`src/shared/host_port_pkg.sv`:
```
// Shared constants for the indirect host register port.
package host_port_pkg;
    localparam int          DATA_W          = 16;
    localparam int          SEL_W           = 2;
    localparam int          STRAP_W         = 9;
    localparam int          HOST_TYPE_W     = 5;
    localparam int          ADDR_W          = 15;

    // Port select codes on the two port select lines.
    localparam logic [1:0]  SEL_INDEX       = 2'h0;
    localparam logic [1:0]  SEL_STATUS      = 2'h1;
    localparam logic [1:0]  SEL_DATA        = 2'h2;
    localparam logic [1:0]  SEL_RESERVED    = 2'h3;

    // Field layout of the target index register.
    localparam int          IDX_DIR_BIT     = 0;
    localparam int          IDX_ADDR_LSB    = 1;
    localparam int          IDX_ADDR_MSB    = 15;
    localparam logic        DIR_READ        = 1'h0;
    localparam logic        DIR_WRITE       = 1'h1;

    // Field layout of the port status register.
    localparam int          STAT_MEM_BIT    = 0;

    // Host bus type field of the configuration straps.
    localparam int          STRAP_TYPE_LSB  = 0;
    localparam int          STRAP_TYPE_MSB  = 4;

    // Reset values.
    localparam logic [15:0] INDEX_RESET     = 16'h0000;
    localparam logic [15:0] STATUS_RESET    = 16'h0000;
    localparam logic [15:0] DATA_RESET      = 16'h0000;
    localparam logic [15:0] RESERVED_READ   = 16'h0000;

    // Read sequencing of the data port.
    typedef enum logic [0:0] {
        PORT_IDLE,
        PORT_READ_WAIT
    } port_state_type;
endpackage

```
`src/verilog/strap_capture.sv`:
```
// Captures the configuration straps once, as chip reset is released.
`timescale 1ns/1ps
module strap_capture #(
    parameter int WIDTH = 9
) (
    input  wire logic             clock,
    input  wire logic             reset,
    input  wire logic [WIDTH-1:0] straps_in,
    output logic      [WIDTH-1:0] straps_r,
    output logic                  valid_r
);
    logic [WIDTH-1:0] meta_r;
    logic [WIDTH-1:0] sync_r;
    logic [WIDTH-1:0] sync2_r;
    logic [WIDTH-1:0] settled_r;
    logic             reset_d_r;

    // Straps are pins, so they pass three stages and a level counts only once the
    // second and third stage agree, keeping a bouncing strap out of the capture.
    always_ff @(posedge clock) begin
        meta_r  <= straps_in;
        sync_r  <= meta_r;
        sync2_r <= sync_r;
    end

    always_ff @(posedge clock) begin
        for (int i = 0; i < WIDTH; i++) begin
            if (sync_r[i] == sync2_r[i]) begin
                settled_r[i] <= sync2_r[i];
            end
        end
    end

    always_ff @(posedge clock) begin
        reset_d_r <= reset;
    end

    // The value is taken on the first edge after release and then frozen, so later
    // strap changes have no effect until the next reset.
    always_ff @(posedge clock) begin
        if (reset) begin
            valid_r <= 1'b0;
        end else if (reset_d_r) begin
            straps_r <= settled_r;
            valid_r  <= 1'b1;
        end
    end
endmodule // strap_capture

```
`src/verilog/indirect_host_register_port.sv`:
```
// Parallel indirect host port: index, status and data port registers.
//
// Overview of operation
// - Decode select lines: index, status, data, reserved.
// - Index bits 15..1 address the target location.
// - Status port read-only, resets zero, bit0 only.
// - Status bit 0 shows memory controller busy.
// - Data port carries all 16 data bits.
// - Port works only in indirect interface modes.
// - Straps latched at reset release, then ignored.
`timescale 1ns/1ps
module indirect_host_register_port
    import host_port_pkg::*;
#(
    parameter logic [4:0] INDIRECT_TYPE_A = 5'h0A,
    parameter logic [4:0] INDIRECT_TYPE_B = 5'h0B
) (
    input  wire logic                                clock,
    input  wire logic                                reset,
    input  wire logic [host_port_pkg::STRAP_W-1:0]   config_straps,
    input  wire logic                                chip_select_n,
    input  wire logic                                read_strobe_n,
    input  wire logic                                write_strobe_n,
    input  wire logic [host_port_pkg::SEL_W-1:0]     port_select_lines,
    input  wire logic [host_port_pkg::DATA_W-1:0]    host_data_in,
    output logic      [host_port_pkg::DATA_W-1:0]    host_data_out,
    output logic                                     host_data_oe,
    output logic                                     host_wait,
    output logic                                     indirect_mode,
    input  wire logic                                mem_busy,
    output logic      [host_port_pkg::ADDR_W-1:0]    target_addr,
    output logic                                     target_read,
    output logic                                     target_write,
    output logic      [host_port_pkg::DATA_W-1:0]    target_wdata,
    input  wire logic [host_port_pkg::DATA_W-1:0]    target_rdata,
    input  wire logic                                target_rvalid
);
    import host_port_pkg::*;

    localparam int PIN_W = 3 + SEL_W + DATA_W;

    logic [STRAP_W-1:0] straps_r;
    logic               straps_valid_r;
    logic [PIN_W-1:0]   pin_meta_r;
    logic [PIN_W-1:0]   pin_s2_r;
    logic [PIN_W-1:0]   pin_s3_r;
    logic [PIN_W-1:0]   pin_r;
    logic               cs_n_f;
    logic               rd_n_f;
    logic               wr_n_f;
    logic [SEL_W-1:0]   sel_f;
    logic [DATA_W-1:0]  din_f;
    logic               rd_act;
    logic               wr_act;
    logic               rd_act_d_r;
    logic               wr_act_d_r;
    logic [SEL_W-1:0]   wr_sel_r;
    logic [DATA_W-1:0]  wr_data_r;
    logic               rd_start;
    logic               wr_done;
    logic [HOST_TYPE_W-1:0] host_type;
    logic               mode_ok;
    logic [DATA_W-1:0]  index_r;
    logic [DATA_W-1:0]  status_r;
    logic [DATA_W-1:0]  data_r;
    port_state_type     state_r;
    logic [DATA_W-1:0]  read_mux;

    strap_capture #(
        .WIDTH (STRAP_W)
    ) u_straps (
        .clock     (clock),
        .reset     (reset),
        .straps_in (config_straps),
        .straps_r  (straps_r),
        .valid_r   (straps_valid_r)
    );

    assign host_type = straps_r[STRAP_TYPE_MSB:STRAP_TYPE_LSB];
    assign mode_ok   = straps_valid_r &&
                       (host_type == INDIRECT_TYPE_A || host_type == INDIRECT_TYPE_B);

    always_ff @(posedge clock) begin
        if (reset) begin
            indirect_mode <= 1'b0;
        end else begin
            indirect_mode <= mode_ok;
        end
    end

    // Three stages on every host pin; a level is accepted only once the second and
    // third stage agree, which filters a one-cycle glitch on the strobes.
    always_ff @(posedge clock) begin
        pin_meta_r <= {chip_select_n, read_strobe_n, write_strobe_n,
                       port_select_lines, host_data_in};
        pin_s2_r   <= pin_meta_r;
        pin_s3_r   <= pin_s2_r;
    end

    always_ff @(posedge clock) begin
        if (reset) begin
            pin_r <= {3'h7, {(SEL_W + DATA_W){1'b0}}};
        end else begin
            for (int i = 0; i < PIN_W; i++) begin
                if (pin_s2_r[i] == pin_s3_r[i]) begin
                    pin_r[i] <= pin_s3_r[i];
                end
            end
        end
    end

    assign cs_n_f = pin_r[PIN_W-1];
    assign rd_n_f = pin_r[PIN_W-2];
    assign wr_n_f = pin_r[PIN_W-3];
    assign sel_f  = pin_r[DATA_W +: SEL_W];
    assign din_f  = pin_r[DATA_W-1:0];

    assign rd_act = indirect_mode && !cs_n_f && !rd_n_f;
    assign wr_act = indirect_mode && !cs_n_f && !wr_n_f;

    always_ff @(posedge clock) begin
        if (reset) begin
            rd_act_d_r <= 1'b0;
            wr_act_d_r <= 1'b0;
            wr_sel_r   <= SEL_RESERVED;
            wr_data_r  <= DATA_RESET;
        end else begin
            rd_act_d_r <= rd_act;
            wr_act_d_r <= wr_act;
            // Select and data are held while the strobe is low and used when it
            // rises, since the host may already change them at that edge.
            if (wr_act) begin
                wr_sel_r  <= sel_f;
                wr_data_r <= din_f;
            end
        end
    end

    assign rd_start = rd_act && !rd_act_d_r;
    assign wr_done  = wr_act_d_r && !wr_act;

    always_ff @(posedge clock) begin
        if (reset) begin
            index_r <= INDEX_RESET;
        end else if (wr_done && wr_sel_r == SEL_INDEX) begin
            index_r <= wr_data_r;
        end
    end

    always_ff @(posedge clock) begin
        if (reset) begin
            status_r <= STATUS_RESET;
        end else begin
            status_r               <= STATUS_RESET;
            status_r[STAT_MEM_BIT] <= mem_busy;
        end
    end

    // Writes toward the target go out as a one-cycle pulse when the strobe ends.
    always_ff @(posedge clock) begin
        if (reset) begin
            target_write <= 1'b0;
            target_wdata <= DATA_RESET;
        end else begin
            target_write <= 1'b0;
            if (wr_done && wr_sel_r == SEL_DATA && index_r[IDX_DIR_BIT] == DIR_WRITE) begin
                target_write <= 1'b1;
                target_wdata <= wr_data_r;
            end
        end
    end

    always_ff @(posedge clock) begin
        if (reset) begin
            target_addr <= {ADDR_W{1'b0}};
        end else begin
            target_addr <= index_r[IDX_ADDR_MSB:IDX_ADDR_LSB];
        end
    end

    // A data port read with the read direction selected fetches the target and
    // holds the host in wait until the value is back. A read with the write
    // direction selected returns the last data value without a fetch.
    always_ff @(posedge clock) begin
        if (reset) begin
            state_r     <= PORT_IDLE;
            target_read <= 1'b0;
            host_wait   <= 1'b0;
            data_r      <= DATA_RESET;
        end else begin
            target_read <= 1'b0;
            unique case (state_r)
                PORT_IDLE: begin
                    if (rd_start && sel_f == SEL_DATA && index_r[IDX_DIR_BIT] == DIR_READ) begin
                        target_read <= 1'b1;
                        host_wait   <= 1'b1;
                        state_r     <= PORT_READ_WAIT;
                    end
                end
                PORT_READ_WAIT: begin
                    if (target_rvalid) begin
                        data_r    <= target_rdata;
                        host_wait <= 1'b0;
                        state_r   <= PORT_IDLE;
                    end
                end
            endcase
            if (wr_done && wr_sel_r == SEL_DATA) begin
                data_r <= wr_data_r;
            end
        end
    end

    always_comb begin
        read_mux = RESERVED_READ;
        unique case (sel_f)
            SEL_INDEX:    read_mux = index_r;
            SEL_STATUS:   read_mux = status_r;
            SEL_DATA:     read_mux = data_r;
            SEL_RESERVED: read_mux = RESERVED_READ;
        endcase
    end

    // The bus is driven only in an indirect mode and only during a read strobe,
    // so a host bus of another type never sees this port contend.
    always_ff @(posedge clock) begin
        if (reset) begin
            host_data_oe  <= 1'b0;
            host_data_out <= RESERVED_READ;
        end else begin
            host_data_oe  <= rd_act;
            host_data_out <= read_mux;
        end
    end
endmodule // indirect_host_register_port

```
`config.mk`:
```
export PLATFORM = sky130hd
export DESIGN_NAME = indirect_host_register_port
export DESIGN_NICKNAME = d
export VERILOG_FILES = /design/src/shared/host_port_pkg.sv /design/src/verilog/strap_capture.sv /design/src/verilog/indirect_host_register_port.sv
export SDC_FILE = /design/constraint.sdc
export NUM_CORES = 1
export LEC_CHECK = 0
export BUFFER_PORTS_ARGS = -buffer_cell sky130_fd_sc_hd__buf_2
export CAP_MARGIN = 20
export CELL_PAD_IN_SITES_DETAIL_PLACEMENT = 0
export CELL_PAD_IN_SITES_GLOBAL_PLACEMENT = 1
export CORE_MARGIN = 4
export CORE_UTILIZATION = 45
export DETAILED_ROUTE_END_ITERATION = 12
export PLACE_DENSITY_LB_ADDON = 0.15
export SYNTH_ARGS = -nofsm -noshare
export SYNTH_HDL_FRONTEND = slang
export SYNTH_HIERARCHICAL = 1
export SYNTH_SLANG_ARGS = --single-unit
```
`constraint.sdc`:
```
create_clock -name clock -period 2.3 [get_ports clock]
set_clock_uncertainty 0.2 [all_clocks]
set_input_delay 0.345 -clock clock [delete_from_list [all_inputs] [get_ports clock]]
set_output_delay 0.345 -clock clock [all_outputs]
set_load 0.01 [all_outputs]
```
==> run summary, run 1 <==
The run finished with clean final reports. The arrival time at the worst endpoint is 2.16 ns. The initialized floorplan defines 43 standard-cell rows. The number of antenna violations at the first check in global routing came to 0. In this run the critical register-to-register path is launched from pin_r[20].

The remaining antenna violation count after routing is 0. The initial detailed-routing violation count is 311. The number of buffers created by CTS came out at 22.

The floorplan die area is 16600 um^2. The worst setup path category is register to register. The detailed-route DRC error count came out at 0.

The worst-margin pin slew is 0.608 ns. Broken down by cell family, the worst path's largest delay share belongs to simple AND/OR/NAND/NOR gates. The die span in y is 129 um. The first detailed-routing pass ran for 4 iterations. The placed instance area is 7180 um^2. Setup repair after global routing left no endpoint under its margin. The post-route minimum period came out at 2.02 ns.

The number of buffer and inverter instances along the worst setup path came out at 1. The critical path goes through or3b_2 -> buf_4 -> a221oi_1 -> a311oi_1. The first-pass GRT wire length came out at 20100 um. The total of endpoints with negative setup slack in the final report came out at 0. For this run the aggregate overflow at the end of global routing stands at 0. Synthesis produced 584 cells. The wire length the detailed router placed on met1 is 5790 um. The worst slew margin relative to its limit is 59.3%. The count of pins on the block boundary is 102.

The total negative slack came out at 0 ns. Max-cap violations in this run came to 0. The hold-critical path depth is 4. The count of final hold-check violations is 0. The number of cells on the worst reg-to-reg path is 4. In this run the number of H-tree levels came out at 1. The number of global-route vias before repair is 4003.

The worst-case clock buffer depth came out at 3. The pre-CTS setup slack is 0.335 ns. The final critical-path share of the clock period came out at 87.6%. In the global route stage, overall resource usage came out at 14.8%. The worst hold path terminates at state_r. The routed wire length came out at 12500 um. The master of the slowest instance on the critical path is sky130_fd_sc_hd__or3b_2.

For this configuration, the core starts out at a cell density of 46.7%. The total number of yosys warnings came out at 6. The static leakage came out at 3.52 nW.

The number of antenna cells inserted came out at 0. The worst voltage drop across the vdd grid came out at 0.637 mV. The area of the mapped netlist is 6590 um^2. The met2 wire length came out at 5630 um. The highest metal layer carrying signal wires in the routed design is met4.

After detailed routing, the average wire length per cell comes to 13.9 um. The synthesized net count is 634. The final route contains 4264 vias.

The worst hold path begins at target_rvalid. The per-instance average area after synthesis came out at 11.3 um^2. Of the cells placed in the final design, the portion with a size suffix greater than 1 is 19.5%. The required arrival time at the worst endpoint came out at 2.45 ns. After filler insertion, the fill cell instance count of the layout stands at 1186. The ratio of total power to cell area came out at 902 nW/um^2. The later-pin clock latency in the skew report is 0.50 ns. Clock-pin slew was measured on the worst setup and hold paths at 0.06 ns.

The quantity of gates resized following cts is 0. Once the clock tree was built, the setup fixing pass inserted 0 buffers. In this design, the stage delay of the slowest critical-path cell is 0.52 ns.

The layout net count came out at 755. The tightest min-delay check is of the primary input to register type. In this run the tool buffered the top-level ports with 96 buffer cells. The average via count per standard cell came out at 4.74. The sink count of the clock tree is 211.

The synthesis-to-layout area growth is 23.8%. The worst register-to-register path ends at data_r[2]. In the detailed route, the total length drawn on met3 is 816 um. The area of the core came out at 14100 um^2. TritonCTS built the clock tree. The largest driver fanout on the critical path is 51.

Entering global routing, the biggest net connects 61 pins. The register-to-register setup slack is 0.28 ns. The number of max-slew violations in the final report came out at 0. The HPWL reported at the end of detailed placement came out at 8170 um. The weighted congestion reported at the end of routability-driven placement came out at 0.732. Once routing completed, OpenROAD measured the worst setup slack at 0.285 ns. The startpoint type of the worst setup path is a register.

The overall die width is 129 um. The summed area of non-filler cells in the final layout came out at 8150 um^2. The master cell of the clock root buffer is sky130_fd_sc_hd__clkbuf_16. The worst setup path is captured at a register. For this run, the top clock speed supported by timing is 496 MHz.
==> cells in the final DEF, fill, tap and decap left out, drive strengths merged, types with 2 or more instances in the layout <==
cell type	count
a21oi	38
a221oi	15
a311oi	15
and3	16
buf	105
clkbuf	33
clkinv	4
dfxtp	203
dlygate4sd3	27
edfxtp	8
inv	31
mux2i	48
nand2	58
nand2b	48
nand3	2
nand3b	5
nor2	22
nor2b	2
nor3b	2
nor4b	3
o21ai	18
o21bai	3
xnor2	4
==> worst max path at each step <==
stage / from / to / slack (ns) / depth (start not counted)
6_report: pin_r[20] / data_r[2] / 0.28 / 4
5_1_grt: pin_r[20] / data_r[7] / 0.21 / 4
4_1_cts: pin_r[20] / data_r[2] / 0.31 / 4
3_5_place_dp: pin_r[20] / data_r[13] / 0.34 / 4
3_3_place_gp: pin_r[20] / data_r[13] / 0.39 / 4
2_1_floorplan: indirect_mode / data_r[3] / 0.65 / 5
==> report_power, final <==
group,total [mW],leakage [nW],switching (mW),internal (mW)
clock network,3.33,0.340,1.34,1.99
registers,3.84,1.75,0.0543,3.79
logic,0.187,1.43,0.0811,0.105
==> tightest hold or removal path, delay by kind of cell <==
family	cells	cell delay [ns]
AND/OR/NAND/NOR	3	0.24
buffers and inverters	1	0.20
==> per-layer routing <==
metal / vias to the layer above / GRT usage, %
li1: 2214 / -
met3: 20 / 3.28
met1: 1925 / 21.2
met4: 0 / 3.77
met2: 105 / 22.9
met5: - / 0
==> area by class of cell <==
type	instances	area, um^2	share of cell area [%]
clock buffer	33	622	7.63
clock inverter	5	78.8	0.967
inverter	31	116	1.43
multi-input combinational	307	1970	24.2
sequential	211	4300	52.8
tap	180	225	2.76
timing repair buffer	132	833	10.2
==> through the flow <==
stage	cells	hold slack [ns]	util, %	power, mW
floorplan	584	0.110	-	4.00
global placement	834	0.110	51.0	4.07
detailed placement	834	0.112	51.0	4.08
CTS	899	0.0959	57.8	7.47
global route	899	0.125	57.8	7.64
finish	899	0.118	57.8	7.36
==> registers in the layout (all words and copies together) (netlist names), 2 cells and up <==
signal,cells
data_r,16
u_straps/sync_r,4
index_r,16
target_wdata,16
u_straps/settled_r,4
u_straps/straps_r,4
wr_sel_r,2
u_straps/meta_r,4
pin_s2_r,21
pin_meta_r,21
wr_data_r,16
u_straps/sync2_r,4
pin_r,21
host_data_out,16
target_addr,15
pin_s3_r,21
==> what timing repair did <==
| action | in CTS | in global routing |
|---|---|---|
| setup endpoints to repair | 0 | 0 |
| hold buffers | 27 | 0 |
| hold endpoints to repair | 36 | 0 |
Note: power is estimated with default switching activity, not from simulation.
==> run 2: changes to the inputs <==
Settings changed: PLACE_DENSITY set to 0.84, PLACE_DENSITY_LB_ADDON 0.15 to not set.
==> run 2 against run 1 <==
Against the previous run: critical path depth stayed put; sequential power hardly changed; worst hold slack better by 0.0031 ns; via count is 2.1% higher; combinational power is 5% higher; flip-flop and latch count stayed put; global-route usage is 0.46 points higher.
==> run summary, run 2 (synthesized netlist as in run 1, its figures left out) <==
The total of endpoints with negative setup slack in the final report is 0 (unchanged). The weighted congestion reported at the end of routability-driven placement was 0.768 (+4.8%). The area of the core is 14100 um^2 (unchanged). The sink count of the clock tree came to 211 (unchanged). The average via count per standard cell came out at 4.82 (+1.6%). The register-to-register setup slack is 0.30 ns (about the same).

The static leakage is 3.53 nW (+0.40%). Setup repair after global routing left no endpoint under its margin. The detailed-route DRC error count is 0 (unchanged). The post-CTS setup-driven buffer insertion count is 0 (unchanged). In this run the critical register-to-register path is launched from pin_r[20].

In this run the most critical hold path is launched from pin_meta_r[8]. The number of non-filler instances in the completed layout is 903 (+0.44%). The worst voltage drop across the vdd grid came to 0.474 mV (-26%). The ratio of total power to cell area is 900 nW/um^2 (-0.21%).

The count of final hold-check violations came out at 0 (unchanged). The total placed cells including tap cells is 838 (+0.48%). The flow ran to the end, and the final reports show no timing, DRC or antenna violations. The signal on the critical path passes through or3b_2 -> nand3_2 -> buf_4 -> mux2i_1. The slowest stage of the critical path belongs to the cell sky130_fd_sc_hd__or3b_2. The initial detailed-routing violation count is 259 (-17%). The overall die width came out at 129 um (unchanged). The layout net count is 758 (+0.40%). Leaving out fill and tap cells, the most frequent cells in the layout are 203 x sky130_fd_sc_hd__dfxtp_1, 95 x sky130_fd_sc_hd__buf_2, 58 x sky130_fd_sc_hd__nand2_1.

The max-capacitance violation count came out at 0 (unchanged). The peak per-stage delay on the critical path is 0.65 ns (+0.13 ns). The worst hold path terminates at pin_s2_r[8].

The initial core utilization came out at 46.7% (unchanged). The worst-case clock buffer depth is 3 (unchanged). The final routed wire length divided by cell count is 14.0 um (+0.85%). The later-pin clock latency in the skew report is 0.49 ns (about the same). The number of antenna violations at the first check in global routing came out at 0 (unchanged). The count of cells along the worst register-to-register path is 4 (unchanged). The number of filler instances in the final layout came out at 1202 (+1.3%). The pin count of the biggest net entering global routing came out at 47 (-23%). The die span in y came out at 129 um (unchanged).

The routed wire length came to 12600 um (+1.3%). The summed area of non-filler cells in the final layout is 8160 um^2 (about the same). The number of optimization iterations in the first detailed-route pass is 4 (unchanged). The number of global-route vias before repair is 4222 (+5.5%). The placed instance area came out at 7200 um^2 (+0.24%). The detailed-route via count came to 4353 (+2.1%).

The HPWL reported at the end of detailed placement is 8330 um (+2.1%). The number of buffers created by CTS came out at 21 (-4.5%). The pre-CTS setup slack is 0.318 ns (-0.0167 ns). The achievable frequency was 500 MHz (+0.67%).

The required arrival time at the worst endpoint is 2.50 ns (+0.05 ns). The number of max-slew violations in the final report came out at 0 (unchanged). The number of antenna cells inserted is 0 (unchanged).

The total congestion overflow was 0 (unchanged). The largest driver fanout on the critical path came out at 17 (-67%). The library cell used most frequently in the layout, excluding fill and tap cells, is sky130_fd_sc_hd__dfxtp_1. The startpoint type of the worst setup path is a register. The area of the multi-input gates is 1970 um^2 (unchanged). The count of pins on the block boundary came out at 102 (unchanged). The count of standard-cell rows is 43 (unchanged).

The clock tree from TritonCTS is done. The least setup slack across all paths after layout came to 0.298 ns (+0.0134 ns). The depth of the CTS H-tree is 1 (unchanged). The worst slew margin relative to its limit came out at 62.7% (+3.4 points). The critical path is of the register to register type. The post-route minimum period came out at 2.00 ns (-0.0134 ns). The remaining antenna violation count after routing came out at 0 (unchanged). The total negative slack came out at 0 ns (unchanged). The root buffer cell chosen for the clock tree is sky130_fd_sc_hd__clkbuf_16. The sequential standard cell area is 4300 um^2 (unchanged). The ratio of cells with drive above 1 in the final layout came to 20.6% (+1.1 points).

The hold-critical path depth is 0 (-4). The synthesis-to-layout area growth is 23.9% (about the same). The final critical-path share of the clock period came out at 87.0% (-0.58 points). The worst hold path belongs to the class register to register. The critical path capture point type is a register. The floorplan die area is 16600 um^2 (unchanged).

The number of buffer cells added on primary ports came out at 96 (unchanged). The global routing usage summed across all routing layers came out at 15.3% (+0.46 points). The first-pass GRT wire length came out at 21000 um (+4.3%).

The worst-margin pin slew came out at 0.558 ns (-0.0503 ns). The endpoint identified for the worst register-to-register timing path is target_wdata[7]. The arrival time at the worst endpoint was 2.20 ns (+0.04 ns). The clock transition time at the flip-flop clock pins of the worst setup and hold paths is 0.06 ns (about the same).
==> run 2: cell count changes in the layout (fill, tap and decap cells not counted) <==
cell,previous run,this run
sky130_fd_sc_hd__clkinv_16,1,0
sky130_fd_sc_hd__inv_6,0,2
sky130_fd_sc_hd__clkinvlp_4,0,1
sky130_fd_sc_hd__clkbuf_8,3,5
sky130_fd_sc_hd__clkinv_4,1,0
sky130_fd_sc_hd__clkbuf_16,22,21
sky130_fd_sc_hd__buf_12,1,0
sky130_fd_sc_hd__buf_4,9,14
sky130_fd_sc_hd__clkbuf_1,8,3
sky130_fd_sc_hd__clkinv_2,2,5
==> run 2: worst max-delay path: cells and delay by family, from the launching register on <==
kind,cells,cell delay [ns]
simple gates,2,0.77
flops,1,0.36
buf+inv,1,0.33
mux,1,0.25
==> run 2: how the worst max path moves through the flow <==
stage,cells after the start,slack [ns],end,from
after floorplan,5,0.65,data_r[3],indirect_mode
after detailed placement,4,0.32,target_wdata[0],pin_r[20]
after global routing,4,0.20,data_r[14],pin_r[20]
after CTS,4,0.28,target_wdata[7],pin_r[20]
after global placement,4,0.38,data_r[15],pin_r[20]
final,4,0.30,target_wdata[7],pin_r[20]
==> run 2: stage by stage <==
| stage | utilization [%] | hold slack (ns) | total power, mW |
|---|---|---|---|
| 2_1_floorplan | - | 0.110 | 4.00 |
| 3_3_place_gp | 51.1 | 0.110 | 4.07 |
| 3_5_place_dp | 51.1 | 0.112 | 4.08 |
| 4_1_cts | 57.9 | 0.122 | 7.42 |
| 5_1_grt | 57.9 | 0.125 | 7.61 |
| 6_report | 57.9 | 0.121 | 7.34 |
==> run 2: layout make-up <==
| type | count | area share (%) |
|---|---|---|
| inverters | 31 | 1.43 |
| clock inverters | 9 | 0.982 |
| flip-flops and latches | 211 | 52.8 |
| multi-input cells | 307 | 24.2 |
| well taps | 180 | 2.76 |
| repair buffers | 136 | 10.4 |
| clock buffers | 29 | 7.42 |
==> run 2: where the power goes <==
group	total, mW	leakage [nW]	switching, mW	internal, mW
clock network	3.31	0.341	1.35	1.96
logic	0.196	1.45	0.0884	0.108
registers	3.84	1.75	0.0512	3.79
==> run 2: per-layer routing <==
metal | wire (um) | global-route usage, %
met1 | 5720 | 21.2
met2 | 5730 | 24.3
met5 | 0 | 0
met4 | 374 | 5.00
met3 | 801 | 2.86
==> run 2: repair_timing <==
action / CTS / global route
hold endpoints to repair: 27 / 0
hold buffers: 27 / 0
resized for setup: 0 / 0
==> run 3: changes to the inputs <==
Settings changed: CORE_UTILIZATION 45 to 47, CTS_BUF_LIST set to sky130_fd_sc_hd__clkbuf_4 sky130_fd_sc_hd__clkbuf_8, MAX_ROUTING_LAYER set to met4, PLACE_DENSITY 0.84 to 0.87, SLEW_MARGIN set to 15.
==> run 3 against run 2 <==
Against the previous run: clock-buffer cell count up 25; worst hold slack worse by 0.025 ns; largest power group unchanged; critical path type unchanged; sequential power about the same; clock power shrank 6.3%; largest cell class unchanged; sequential share of layout area shrank 0.057 points.
==> run summary, run 3 (synthesized netlist as in run 1, its figures left out) <==
The remaining antenna violation count after routing came out at 0 (unchanged). The sink count of the clock tree is 211 (unchanged). The least setup slack across all paths after layout came out at 0.309 ns (+0.0111 ns). The area of the core is 13500 um^2 (-4.2%). Following the worst setup path forward leads to its endpoint at data_r[9]. The tree is rooted in a sky130_fd_sc_hd__clkbuf_8.

The number of buffer cells added on primary ports came out at 96 (unchanged). The number of antenna cells inserted is 0 (unchanged). The later-pin clock latency in the skew report is 0.53 ns (+0.04 ns).

The share of the core filled with cells in the final layout was 60.5% (+2.6 points). The number of optimization iterations in the first detailed-route pass came to 4 (unchanged). The final critical-path share of the clock period came out at 86.5% (-0.48 points). The family with the most delay on the worst path is simple AND/OR/NAND/NOR gates. In the layout the commonest cells are 203 x sky130_fd_sc_hd__dfxtp_1, 96 x sky130_fd_sc_hd__buf_2, 58 x sky130_fd_sc_hd__nand2_1. The most critical setup path has its startpoint at pin_r[20].

The floorplan die area is 16000 um^2 (-4.0%). The static leakage was 3.56 nW (+0.81%). The count of pins on the block boundary came out at 102 (unchanged). The die span in y came out at 126 um (-2.0%).

The number of stages on the worst setup path is 4 (unchanged). The number of max-slew violations in the final report is 0 (unchanged). The worst-margin pin slew is 0.538 ns (-0.0197 ns). The initial core utilization came out at 48.8% (+2.0 points).

The pre-CTS setup slack is 0.312 ns (-0.00627 ns). The global routing usage summed across all routing layers is 16.3% (+0.98 points). The worst hold path belongs to the class primary input to register. The ratio of cells with drive above 1 in the final layout came out at 23.0% (+2.4 points). In this run the critical register-to-register path is launched from pin_r[20]. The max-capacitance violation count came out at 0 (unchanged).

The post-CTS setup-driven buffer insertion count came to 0 (unchanged). The total of endpoints with negative setup slack in the final report is 0 (unchanged). The detailed-route via count is 4393 (+0.92%).

The worst voltage drop across the vdd grid is 0.443 mV (-6.6%). Among all stages on the critical path, the largest delay is contributed by sky130_fd_sc_hd__or3b_2. The flow ran to the end, and the final reports show no timing, DRC or antenna violations. The detailed-route DRC error count came out at 0 (unchanged). The synthesis-to-layout area growth came out at 24.0%.

The weighted congestion reported at the end of routability-driven placement is 0.811 (+5.6%). The number of antenna violations at the first check in global routing came out at 0 (unchanged). The clock transition time at the flip-flop clock pins of the worst setup and hold paths came out at 0.06 ns (about the same). The depth of the CTS H-tree was 1 (unchanged).

The layout net count is 767 (+1.2%). The worst register-to-register path ends at data_r[9]. The HPWL reported at the end of detailed placement came out at 8490 um (+1.8%). The number of global-route vias before repair is 4566 (+8.1%).

The post-route minimum period is 1.99 ns (-0.0111 ns). The overall die width is 126 um (-2.0%). The first-pass GRT wire length is 21400 um (+2.0%). The pin count of the biggest net entering global routing is 50 (+6.4%). The achievable frequency is 502 MHz (+0.56%). The worst slack on hold paths was 0.0958 ns (-0.0251 ns). Setup repair after global routing left no endpoint under its margin. TritonCTS built the clock tree. The worst setup path is launched from a register. The arrival time at the worst endpoint came to 2.19 ns (about the same). The average via count per standard cell came out at 4.79 (-0.73%). The number of buffer and inverter instances along the worst setup path was 1 (unchanged).

The critical path capture point type is a register. The worst slew margin relative to its limit is 64.0% (+1.3 points). The total congestion overflow is 0 (unchanged). The worst-case clock buffer depth came out at 3 (unchanged). The register-to-register setup slack came out at 0.31 ns (about the same). The total negative slack came to 0 ns (unchanged). The routed wire length came out at 12600 um (-0.49%). The initial detailed-routing violation count is 249 (-3.9%). The number of buffers created by CTS is 31 (+48%).

The required arrival time at the worst endpoint came out at 2.50 ns (about the same). The critical path is of the register to register type. The count of standard-cell rows is 42 (-2.3%).

The count of final hold-check violations was 0 (unchanged). The library cell used most frequently in the layout, excluding fill and tap cells, is sky130_fd_sc_hd__dfxtp_1. The peak per-stage delay on the critical path came out at 0.59 ns (-0.06 ns).

The final routed wire length divided by cell count came out at 13.7 um (-2.1%). The critical path goes through or3b_2 -> buf_4 -> a221oi_1 -> a311oi_1. The ratio of total power to cell area came to 873 nW/um^2 (-3.1%). The largest driver fanout on the critical path came out at 24 (+7). The count of cells along the worst register-to-register path is 4 (unchanged).
run 3: cell types whose count changed in the layout (fill, tap and decap cells not counted), moves of 2 or more:
| cell | change |
|---|---|
| sky130_fd_sc_hd__buf_4 | -4 |
| sky130_fd_sc_hd__clkbuf_4 | +13 |
| sky130_fd_sc_hd__clkbuf_1 | -3 |
| sky130_fd_sc_hd__clkbuf_8 | +36 |
| sky130_fd_sc_hd__clkinv_2 | -2 |
| sky130_fd_sc_hd__inv_6 | -2 |
| sky130_fd_sc_hd__clkbuf_16 | -21 |
| sky130_fd_sc_hd__buf_12 | +2 |
run 3: cell type report:
type / instances / area (um^2)
clock buffers: 54 / 662
clock inverters: 4 / 22.5
fillers: 1137 / 5340
inverters: 31 / 116
multi-input cells: 307 / 1970
flip-flops and latches: 211 / 4300
well taps: 176 / 220
repair buffers: 135 / 866
run 3: power by group:
part           switching [mW]  internal (mW)
sequential             0.0529           3.79
combinational          0.0827          0.107
clock                    1.30           1.80
run 3: metal layers:
metal | wire length [um] | track usage (%) | vias up
met4 | 144 | 4.86 | 0
met3 | 956 | 4.04 | 13
met5 | 0 | - | -
met1 | 5560 | 20.5 | 2003
li1 | - | - | 2246
met2 | 5890 | 26.1 | 131
run 3: worst min path at each step:
stage	startpoint	end	slack, ns	cells past startpoint
3_3_place_gp	u_straps/meta_r[1]	u_straps/sync_r[1]	0.11	0
2_1_floorplan	pin_meta_r[0]	pin_s2_r[0]	0.11	0
6_report	target_rdata[0]	data_r[0]	0.1	4
3_5_place_dp	pin_meta_r[12]	pin_s2_r[12]	0.11	0
4_1_cts	target_rdata[0]	data_r[0]	0.07	4
5_1_grt	target_rvalid	state_r	0.10	4
run 3: through the flow:
stage	cell area [um^2]	total power, mW	std cells
floorplan	6590	4.00	584
global placement	7210	4.06	833
detailed placement	7210	4.08	833
CTS	8170	7.22	918
global route	8170	7.43	918
finish	8170	7.13	918
run 3: worst min-delay path, stage by stage:
cell                        delay [ns]
sky130_fd_sc_hd__buf_2            0.09
sky130_fd_sc_hd__and3_1           0.15
sky130_fd_sc_hd__o2bb2ai_1        0.07
sky130_fd_sc_hd__a21oi_1          0.12
run 3: repair_timing:
item / CTS / global route
resized for setup: 0 / 0
hold buffers: 27 / 0
hold endpoints to repair: 34 / 0
endpoints found under the setup margin: 0 / 0
